==> config.mk <==
export PLATFORM = sky130hd
export DESIGN_NAME = asr_sram_ctrl
export DESIGN_NICKNAME = d
export VERILOG_FILES = /design/src/asr_pkg.sv /design/src/asr_pin_sync.sv /design/src/asr_sram_ctrl.sv
export SDC_FILE = /design/constraint.sdc
export NUM_CORES = 1
export LEC_CHECK = 0
export ABC_CLOCK_PERIOD_IN_PS = 4350
export BUFFER_PORTS_ARGS = -buffer_cell sky130_fd_sc_hd__buf_2
export CORE_MARGIN = 5
export CORE_UTILIZATION = 48
export DETAILED_ROUTE_END_ITERATION = 7
export GPL_ROUTABILITY_DRIVEN = 0
export PLACE_DENSITY = 0.73
export SYNTH_ARGS = -nofsm -noshare
export SYNTH_HDL_FRONTEND = slang
export SYNTH_SLANG_ARGS = --single-unit
==> constraint.sdc <==
create_clock -name sys_clk -period 4.35 [get_ports sys_clk]
set_clock_uncertainty 0.1 [all_clocks]
set_input_delay 0.87 -clock sys_clk [delete_from_list [all_inputs] [get_ports sys_clk]]
set_output_delay 0.87 -clock sys_clk [all_outputs]
set_load 0.05 [all_outputs]
==> src/asr_pkg.sv <==
// Constants, timing figures and state type for the asynchronous SRAM controller.
// Assumes a single 250 MHz system clock; every pin time is converted to cycles here.
package asr_pkg;
    localparam int CLK_MHZ = 250;
    localparam int ADDR_W = 18;
    localparam int DATA_W = 16;
    localparam int LANE_W = 8;
    localparam int LANES = 2;
    localparam int CNT_W = 8;
    localparam int SYNC_LAT = 3;
    localparam int SYNC_STAGES = 3;

    // Pin timing in ns for the two speed grades.
    localparam int SPEED_FAST = 55;
    localparam int SPEED_SLOW = 70;
    localparam int T_WP_FAST_NS = 40;
    localparam int T_WP_SLOW_NS = 50;
    localparam int T_AA_FAST_NS = 55;
    localparam int T_AA_SLOW_NS = 70;
    localparam int T_READ_CYC_FAST_NS = 55;
    localparam int T_READ_CYC_SLOW_NS = 70;
    localparam int T_CW_FAST_NS = 45;
    localparam int T_CW_SLOW_NS = 60;
    localparam int T_OHZ_FAST_NS = 20;
    localparam int T_OHZ_SLOW_NS = 25;

    // Least times round up to whole cycles, never below one.
    function automatic int ns_to_cyc(input int ns);
        int c;
        c = (ns * CLK_MHZ + 999) / 1000;
        return (c < 1) ? 1 : c;
    endfunction

    function automatic int max_int(input int a, input int b);
        return (a > b) ? a : b;
    endfunction

    typedef enum logic [2:0] {
        ST_RECOVER,
        ST_RETAIN,
        ST_IDLE,
        ST_READ,
        ST_WR_SETUP,
        ST_WR_PULSE,
        ST_WR_HOLD,
        ST_GAP
    } asr_state_t;
endpackage

==> src/asr_pin_sync.sv <==
// Three-stage input synchroniser for signals arriving from device pins.
// The output changes only once the second and third stages agree.
`timescale 1ns/1ps
module asr_pin_sync #(
    parameter int WIDTH = 1
) (
    // Clock and reset
    input wire logic sys_clk,
    input wire logic rst,
    // Pin side
    input wire logic [WIDTH-1:0] pin_in,
    // Clock domain side
    output logic [WIDTH-1:0] sync_out
);
    logic [WIDTH-1:0] s1_r;
    logic [WIDTH-1:0] s2_r;
    logic [WIDTH-1:0] s3_r;
    logic [WIDTH-1:0] q_r;
    logic [WIDTH-1:0] q_nxt;

    always_comb
    begin
        q_nxt = q_r;
        if (s2_r == s3_r)
        begin
            q_nxt = s3_r;
        end
    end

    always_ff @(posedge sys_clk or posedge rst)
    begin
        if (rst)
        begin
            s1_r <= '0;
            s2_r <= '0;
            s3_r <= '0;
            q_r <= '0;
        end
        else
        begin
            s1_r <= pin_in;
            s2_r <= s1_r;
            s3_r <= s2_r;
            q_r <= q_nxt;
        end
    end

    assign sync_out = q_r;
endmodule

==> src/asr_sram_ctrl.sv <==
// Host-side controller that drives a 256k x 16 asynchronous SRAM through its pins.
// Assumes the SRAM is the only driver of the data lines besides this block.
//
// Function
// - Access needs primary select low, secondary high.
// - Hold write active at least pulse width.
// - Wait full access time before sampling data.
// - Wait one read cycle after retention.
`timescale 1ns/1ps
module asr_sram_ctrl #(
    parameter int SPEED_GRADE = 55
) (
    // Clock and reset
    input wire logic sys_clk,
    input wire logic rst,
    // User request port
    input wire logic req_valid,
    output logic req_ready,
    input wire logic req_write,
    input wire logic [asr_pkg::ADDR_W-1:0] req_addr,
    input wire logic [asr_pkg::DATA_W-1:0] req_wdata,
    input wire logic [asr_pkg::LANES-1:0] req_lane_en,
    // Read answer
    output logic rsp_valid,
    output logic [asr_pkg::DATA_W-1:0] rsp_rdata,
    // Supply retention indication, high while the SRAM supply is low
    input wire logic supply_retention,
    // SRAM pins
    output logic [asr_pkg::ADDR_W-1:0] word_select_lines,
    output logic chip_select_primary_n,
    output logic chip_select_secondary,
    output logic write_strobe_n,
    output logic output_gate_n,
    output logic lower_lane_select_n,
    output logic upper_lane_select_n,
    input wire logic [asr_pkg::DATA_W-1:0] data_lines_in,
    output logic [asr_pkg::DATA_W-1:0] data_lines_out,
    output logic data_lines_drive_n
);
    localparam bit FAST = (SPEED_GRADE == asr_pkg::SPEED_FAST);
    localparam int WP_CYC = asr_pkg::ns_to_cyc(
        FAST ? asr_pkg::T_WP_FAST_NS : asr_pkg::T_WP_SLOW_NS);
    localparam int CW_CYC = asr_pkg::ns_to_cyc(
        FAST ? asr_pkg::T_CW_FAST_NS : asr_pkg::T_CW_SLOW_NS);
    localparam int RD_CYC = asr_pkg::ns_to_cyc(
        FAST ? asr_pkg::T_AA_FAST_NS : asr_pkg::T_AA_SLOW_NS);
    localparam int RC_CYC = asr_pkg::ns_to_cyc(
        FAST ? asr_pkg::T_READ_CYC_FAST_NS : asr_pkg::T_READ_CYC_SLOW_NS);
    localparam int OHZ_CYC = asr_pkg::ns_to_cyc(
        FAST ? asr_pkg::T_OHZ_FAST_NS : asr_pkg::T_OHZ_SLOW_NS);
    // Strobe stays low long enough for both the pulse width and select-to-end figures.
    localparam int PULSE_CYC = asr_pkg::max_int(WP_CYC, CW_CYC);
    // Gap after a write pads the whole cycle to at least the read cycle time.
    localparam int WR_GAP_CYC = asr_pkg::max_int(1, RC_CYC - PULSE_CYC - 2);
    // Gap after a read lets the SRAM outputs float before the next write drives the bus.
    localparam int RD_GAP_CYC = OHZ_CYC;
    localparam int RD_WAIT = RD_CYC + asr_pkg::SYNC_LAT;
    // The answer is registered on the edge after the count reaches zero, so it is seen two past the wait.
    localparam int A_RD_LAT = RD_WAIT + 2;

    if (SPEED_GRADE != asr_pkg::SPEED_FAST && SPEED_GRADE != asr_pkg::SPEED_SLOW)
    begin : g_bad_speed
        $error("SPEED_GRADE must be 55 or 70");
    end
    if (asr_pkg::DATA_W != asr_pkg::LANES * asr_pkg::LANE_W)
    begin : g_bad_width
        $error("data width must be two byte lanes");
    end

    logic ret_sync;
    logic [asr_pkg::DATA_W-1:0] data_sync;

    asr_pin_sync #(.WIDTH(1)) u_ret_sync (
        .sys_clk(sys_clk),
        .rst(rst),
        .pin_in(supply_retention),
        .sync_out(ret_sync)
    );

    // Read data also crosses from the pins; its latency is folded into the read wait.
    asr_pin_sync #(.WIDTH(asr_pkg::DATA_W)) u_data_sync (
        .sys_clk(sys_clk),
        .rst(rst),
        .pin_in(data_lines_in),
        .sync_out(data_sync)
    );

    asr_pkg::asr_state_t state_r, state_nxt;
    logic [asr_pkg::CNT_W-1:0] cnt_r, cnt_nxt;
    logic [asr_pkg::ADDR_W-1:0] addr_r, addr_nxt;
    logic [asr_pkg::DATA_W-1:0] wdata_r, wdata_nxt;
    logic [asr_pkg::LANES-1:0] lane_r, lane_nxt;
    logic cs_r, cs_nxt;
    logic we_n_r, we_n_nxt;
    logic gate_n_r, gate_n_nxt;
    logic drive_n_r, drive_n_nxt;
    logic rsp_valid_r, rsp_valid_nxt;
    logic [asr_pkg::DATA_W-1:0] rdata_r, rdata_nxt;

    assign req_ready = (state_r == asr_pkg::ST_IDLE) && !ret_sync;

    always_comb
    begin
        state_nxt = state_r;
        cnt_nxt = cnt_r;
        addr_nxt = addr_r;
        wdata_nxt = wdata_r;
        lane_nxt = lane_r;
        cs_nxt = cs_r;
        we_n_nxt = we_n_r;
        gate_n_nxt = gate_n_r;
        drive_n_nxt = drive_n_r;
        rsp_valid_nxt = 1'b0;
        rdata_nxt = rdata_r;
        unique case (state_r)
            asr_pkg::ST_RECOVER:
            begin
                if (ret_sync)
                begin
                    state_nxt = asr_pkg::ST_RETAIN;
                end
                else if (cnt_r == '0)
                begin
                    state_nxt = asr_pkg::ST_IDLE;
                end
                else
                begin
                    cnt_nxt = cnt_r - 1'b1;
                end
            end
            asr_pkg::ST_RETAIN:
            begin
                if (!ret_sync)
                begin
                    state_nxt = asr_pkg::ST_RECOVER;
                    cnt_nxt = asr_pkg::CNT_W'(RC_CYC - 1);
                end
            end
            asr_pkg::ST_IDLE:
            begin
                if (ret_sync)
                begin
                    state_nxt = asr_pkg::ST_RETAIN;
                end
                else if (req_valid)
                begin
                    addr_nxt = req_addr;
                    lane_nxt = req_lane_en;
                    cs_nxt = 1'b1;
                    if (req_write)
                    begin
                        wdata_nxt = req_wdata;
                        drive_n_nxt = 1'b0;
                        state_nxt = asr_pkg::ST_WR_SETUP;
                    end
                    else
                    begin
                        gate_n_nxt = 1'b0;
                        cnt_nxt = asr_pkg::CNT_W'(RD_WAIT);
                        state_nxt = asr_pkg::ST_READ;
                    end
                end
            end
            asr_pkg::ST_READ:
            begin
                if (cnt_r == '0)
                begin
                    // Lanes that were not selected return zero, not floating data.
                    rdata_nxt[7:0] = lane_r[0] ? data_sync[7:0] : 8'h00;
                    rdata_nxt[15:8] = lane_r[1] ? data_sync[15:8] : 8'h00;
                    rsp_valid_nxt = 1'b1;
                    cs_nxt = 1'b0;
                    gate_n_nxt = 1'b1;
                    lane_nxt = '0;
                    cnt_nxt = asr_pkg::CNT_W'(RD_GAP_CYC - 1);
                    state_nxt = asr_pkg::ST_GAP;
                end
                else
                begin
                    cnt_nxt = cnt_r - 1'b1;
                end
            end
            asr_pkg::ST_WR_SETUP:
            begin
                we_n_nxt = 1'b0;
                cnt_nxt = asr_pkg::CNT_W'(PULSE_CYC - 1);
                state_nxt = asr_pkg::ST_WR_PULSE;
            end
            asr_pkg::ST_WR_PULSE:
            begin
                if (cnt_r == '0)
                begin
                    // Strobe rises first so the write ends with data still held.
                    we_n_nxt = 1'b1;
                    state_nxt = asr_pkg::ST_WR_HOLD;
                end
                else
                begin
                    cnt_nxt = cnt_r - 1'b1;
                end
            end
            asr_pkg::ST_WR_HOLD:
            begin
                cs_nxt = 1'b0;
                drive_n_nxt = 1'b1;
                lane_nxt = '0;
                cnt_nxt = asr_pkg::CNT_W'(WR_GAP_CYC - 1);
                state_nxt = asr_pkg::ST_GAP;
            end
            asr_pkg::ST_GAP:
            begin
                if (cnt_r == '0)
                begin
                    state_nxt = asr_pkg::ST_IDLE;
                end
                else
                begin
                    cnt_nxt = cnt_r - 1'b1;
                end
            end
        endcase
    end

    always_ff @(posedge sys_clk or posedge rst)
    begin
        if (rst)
        begin
            state_r <= asr_pkg::ST_RECOVER;
            cnt_r <= asr_pkg::CNT_W'(RC_CYC - 1);
            addr_r <= '0;
            wdata_r <= '0;
            lane_r <= '0;
            cs_r <= 1'b0;
            we_n_r <= 1'b1;
            gate_n_r <= 1'b1;
            drive_n_r <= 1'b1;
            rsp_valid_r <= 1'b0;
            rdata_r <= '0;
        end
        else
        begin
            state_r <= state_nxt;
            cnt_r <= cnt_nxt;
            addr_r <= addr_nxt;
            wdata_r <= wdata_nxt;
            lane_r <= lane_nxt;
            cs_r <= cs_nxt;
            we_n_r <= we_n_nxt;
            gate_n_r <= gate_n_nxt;
            drive_n_r <= drive_n_nxt;
            rsp_valid_r <= rsp_valid_nxt;
            rdata_r <= rdata_nxt;
        end
    end

    // Both selects move together so a half-selected SRAM is never seen.
    assign chip_select_primary_n = !cs_r;
    assign chip_select_secondary = cs_r;
    assign word_select_lines = addr_r;
    assign write_strobe_n = we_n_r;
    assign output_gate_n = gate_n_r;
    assign lower_lane_select_n = !lane_r[0];
    assign upper_lane_select_n = !lane_r[1];
    assign data_lines_out = wdata_r;
    assign data_lines_drive_n = drive_n_r;
    assign rsp_valid = rsp_valid_r;
    assign rsp_rdata = rdata_r;

    // Helper counters read only by the checks below.
    logic [asr_pkg::CNT_W-1:0] we_low_cnt, gate_low_cnt, free_cnt;
    always_ff @(posedge sys_clk or posedge rst)
    begin
        if (rst)
        begin
            we_low_cnt <= '0;
            gate_low_cnt <= '0;
            free_cnt <= '0;
        end
        else
        begin
            we_low_cnt <= write_strobe_n ? '0 : we_low_cnt + 1'b1;
            gate_low_cnt <= output_gate_n ? '0 : gate_low_cnt + 1'b1;
            free_cnt <= ret_sync ? '0 : ((&free_cnt) ? free_cnt : free_cnt + 1'b1);
        end
    end
endmodule

* Word-level counts from Yosys, hierarchy flattened
Index checks and enable logic that the tools add are counted.
Storage, ports and cells: logic and storage cells 99, output and inout port bits 59, flip-flop bits (word level) 136, input bits 57
Operators by class: add/sub/neg operators 1, equal/unequal tests 18, reduce and logical (&&, ||, !) cells 21, bitwise gates (word level) 1, multiplexer cells 39
Operators with widths (number):
- 8-bit two-way mux | 9
- 8-bit one-hot mux with 7 select lines | 1
- 3-bit two-way mux | 8
- 3-bit one-hot mux with 8 select lines | 1
- 16-bit equality test | 1
- 2-bit != test (second input constant) | 8
- 4-bit AND reduction | 4
- 3-bit equality test (second input constant) | 4
- 1-bit two-way mux | 12
- 5-bit AND reduction | 2
- 8-bit zero test | 1
- 8-bit by 1-bit subtractor with 8-bit output (second input constant) | 1
- 3-bit by 2-bit equality test with 1-bit output (second input constant) | 2
- 2-bit two-way mux | 3
- 1-bit one-hot mux with 2 select lines | 3
- 2-bit one-hot mux with 3 select lines | 1
- 2-bit nonzero test | 3
- 1-bit zero test | 4
- 2-bit AND reduction | 2
- 3-bit by 1-bit equality test with 1-bit output (second input constant) | 1
- 3-bit zero test | 1
- 3-bit by 2-bit != test with 1-bit output (second input constant) | 1
- 1-bit one-hot mux with 3 select lines | 1
- 3-bit AND reduction | 1
- other kinds (5) | 5

* Longest topological paths before layout
depth after elaboration 4, gate-level depth with buffers 8

* Hierarchy
A second synthesis with hierarchy kept.
Unflattened totals: cells, all modules 379, area total of the unflattened synthesis 5166.2 sq um
Modules (own cells, without submodules):
- asr_sram_ctrl | cells an instance 270, sequential area each 1709.1 sq um, area each 3032.9 sq um, times used 1
- asr_pin_sync at u_data_sync | cells an instance 103, sequential area each 1601.5 sq um, area each 2018.2 sq um, times used 1
- asr_pin_sync at u_ret_sync | cells an instance 6, sequential area each 100.1 sq um, area each 115.1 sq um, times used 1

* Worst setup path before layout
Ideal clock, no wire load.
path type reg-to-output, start register state_r[1], end output req_ready, slack 1.967 ns, path buffers 1, arrival time 1.413 ns, data required time 3.380 ns, stages on the path, launching flop included 5, cells stage by stage dfrtp_1 buf_2 nand2b_1 nand2b_1 nor2_1
On the way: longest elaborated chain between the ends 2
Ends and longest elaborated chain:
- from (decl) | RTL line asr_sram_ctrl.sv:88 | asr_pkg::asr_state_t state_r, state_nxt;
- from (signal assigned) | RTL line asr_sram_ctrl.sv:228 | state_r <= asr_pkg::ST_RECOVER;
- from (signal assigned) | RTL line asr_sram_ctrl.sv:242 | state_r <= state_nxt;
- 3-bit by 2-bit equality test with 1-bit output | RTL line asr_sram_ctrl.sv:100 | assign req_ready = (state_r == asr_pkg::ST_IDLE) && !ret_sync;
- 1-bit logical AND | RTL line asr_sram_ctrl.sv:100
- to (decl) | RTL line asr_sram_ctrl.sv:18 | output logic req_ready,
Every way passes these cells.

* Worst setup path after layout
start register state_r[2], end output req_ready
The elaborated chain is that of the path after synthesis.

==> results.ini <==
[run_status]
status=finished, final reports clean

[timing]
post-route-period-util_pct=69.8
setup_ws_ns=1.31
max-slew-margin-rel_pct=36.4
rsz0062_at_grt=no
finalMaxSlewViolations=0
hold_viol_final=0
fin_setup_tns_ns=0
fin_crit_ns=3.04
worst_pin_slew_ns=0.952
hold_ws_ns=0.243
finalSetupViolations=0
fmax_mhz=329

[power_and_ir_drop]
ir_drop_mv=0.577
internal_power_mw=2.75
p_sw_share_pct=39.6
p_sw_mw=1.81
pwr-share-comb_pct=33.1
pwr-share-seq_pct=38.0
p_leak_nw=3.11
clockPowerShare_pct=28.9
powerDensity_nw_per_um2=709
power_mw=4.56

[worst_setup_path]
cpMaxStageDelayCell=dfrtp_1
critPathLaunchType=register
end_kind=primary output
crit_chain=nand2b_1 > nand2b_1 > nor2_1 > buf_2
cp.arrival_ns=2.07
critPathKind=reg -> out
cp.required_ns=3.38
critical_path.most_common_cell=nand2b_1
slowest_delay_ns=0.59
cp_max_fo=22

[cts]
cts_num_sinks=136
cts-buffers-inserted=17
clock_latency_ns=0.51
cts_tree=built
cts-root-buf=clkbuf_8
cts_buffer_depth=2
cts_resized=0
cts_max_level=4
post_cts_buffers=0
clkTransAtPathRegs_ns=0.06
ctsHoldBuffers=0

[layout]
final_nets=569
multi_input_area_sq_um=1640
fill_cells=810
fin_area_sq_um=6420
syn2layout_area_growth_pct=24.2
fin_cells=659
diodes=0
final_core_util_pct=61.7
drive_gt1_share_pct=40.7
seq_area_sq_um=3410

[floorplan]
chipWidth_um=114
io_pins=116
num_rows=37
start_util_pct=49.6
core_region_area_sq_um=10400
die_h_um=114
die_area_sq_um=12900

[synthesis]
synth_area_sq_um=5170
synth_cell_types=46
async_flop_share_pct=100
syn_inst=390
synth-seq-area-share_pct=66.0
synth-warning-count=0
synth.area.top_cells=dfrtp_1 63%, mux2_2 8.9%, nand2_1 3.3%
synth_edf_count=0
syn_nets=449
ys.flop_type=dfrtp_1
yosysTopAreaCell=dfrtp_1
synth_seq_cells=136
syn_avg_cell_area_sq_um=13.3
synth_top_area_share_pct=62.9

[route]
drc_errors=0
routedWlPerCell_um=15.9
routed_wl_mm=10.5
vias=3388
ant_nets=0
drt_iter0_drc=115
firstDrtPassIters=6
viasPerCell=5.14

[placement]
portBuffers=115
dp.cells=627
hpwl_mm=7.44
pre_cts_ws_ns=1.79
placed_area_sq_um=5870

[global_route]
grt_max_degree=68
grt-ovfl-total=0
grt_pass1_wl_mm=17.9
grt_pass1_vias=3634
grt_util_all_layers_pct=17.5
grt_antenna_before_repair=0

[worst_hold_path]
hold_class=reg -> reg

[flow_run]
timing.max_cap.violations=0

## routing by layer
layer | vias up | GRT usage (%) | wire [um]
met3 | 21 | 5.41 | 613
met5 | - | 0 | 0
met2 | 107 | 29.0 | 5300
met1 | 1675 | 21.1 | 4280
li1 | 1585 | - | -
met4 | 0 | 7.76 | 259
## layout make-up
class,instances,area share [%]
Clock buffer,19,6.72
Clock inverter,13,1.87
Inverter,10,0.643
Multi-Input combinational cell,227,25.5
Sequential cell,136,53.1
Tap cell,136,2.65
Timing Repair Buffer,118,9.51
## cells in the mapped netlist, types with 2 or more instances
cell,number
a21boi_0,3
a21o_1,2
a21oi_1,12
a22o_1,2
a31oi_1,2
and2_1,3
buf_2,5
buf_4,2
clkbuf_1,8
dfrtp_1,130
dfstp_2,6
ha_1,2
inv_1,10
mux2_2,41
mux2_4,10
nand2_1,45
nand2b_1,8
nand3b_1,2
nor2_1,14
nor2b_1,2
nor3_1,7
nor4_1,5
o21ai_0,24
o22ai_1,5
o311ai_0,2
o31ai_1,2
xor2_1,17
## sequential cells by signal, indices dropped and copies added, names as in the netlist
signal / flops
data_lines_drive_n: 1
u_data_sync.s1_r: 16
u_ret_sync.sync_out: 1
data_lines_out: 16
u_ret_sync.s3_r: 1
output_gate_n: 1
rsp_rdata: 16
rsp_valid: 1
lane_r: 2
chip_select_secondary: 1
word_select_lines: 18
u_data_sync.s3_r: 16
u_data_sync.sync_out: 16
u_data_sync.s2_r: 16
write_strobe_n: 1
u_ret_sync.s1_r: 1
state_r: 3
cnt_r: 8
u_ret_sync.s2_r: 1
## power by group through the flow
stage               clock (mW)  sequential [mW]  combinational (mW)
floorplan                    0             2.24               0.648
global placement             0             1.73                1.47
detailed placement           0             1.74                1.51
CTS                       1.34             1.73                1.51
global route              1.40             1.77                1.60
finish                    1.32             1.73                1.51
## logic make-up after synthesis
family          share of synthesized area (%)
fa+ha+maj                               0.677
xor+xnor                                 2.88
buf+inv                                  2.37
flops                                    66.0
compound gates                           7.36
mux                                      11.8
simple gates                             8.93
## cells in the final DEF (no fill, tap or decap), drive strengths merged, types with 6 or more instances in the layout
master,synthesis,routed
clkinvlp,0,6
nand2b,8,8
o21ai,24,24
dfrtp,130,130
nor4,6,6
inv,10,13
buf,9,118
clkbuf,8,19
nor3,7,7
mux2,51,51
dfstp,6,6
nand2,46,46
nor2,15,15
a21oi,12,12
xor2,17,17
## worst max-delay path, delay by kind of cell (launching register included)
family	cells	cell delay [ns]
buffers and inverters	1	0.28
DFF	1	0.59
and+or+nand+nor	3	0.69
## path summary, 6_finish.rpt
path | start | endpoint | slack, ns | depth (start not counted)
worst max-delay path | state_r[2]$_DFFE_PP0P_ | req_ready | 1.31 | 4
worst min-delay path | u_data_sync.s1_r[2]$_DFF_PP0_ | u_data_sync.s2_r[2]$_DFF_PP0_ | 0.24 | 0
worst max register to register | cnt_r[1]$_DFFE_PP0P_ | cnt_r[0]$_DFFE_PP1P_ | 1.82 | 6
worst min register to register | u_data_sync.s1_r[2]$_DFF_PP0_ | u_data_sync.s2_r[2]$_DFF_PP0_ | 0.24 | 0
max in group asynchronous | rst | cnt_r[0]$_DFFE_PP1P_ | 2.82 | 3
min in group asynchronous | rst | word_select_lines[3]$_DFFE_PP0P_ | 0.42 | 2
Note: power is estimated with default switching activity, not from simulation.
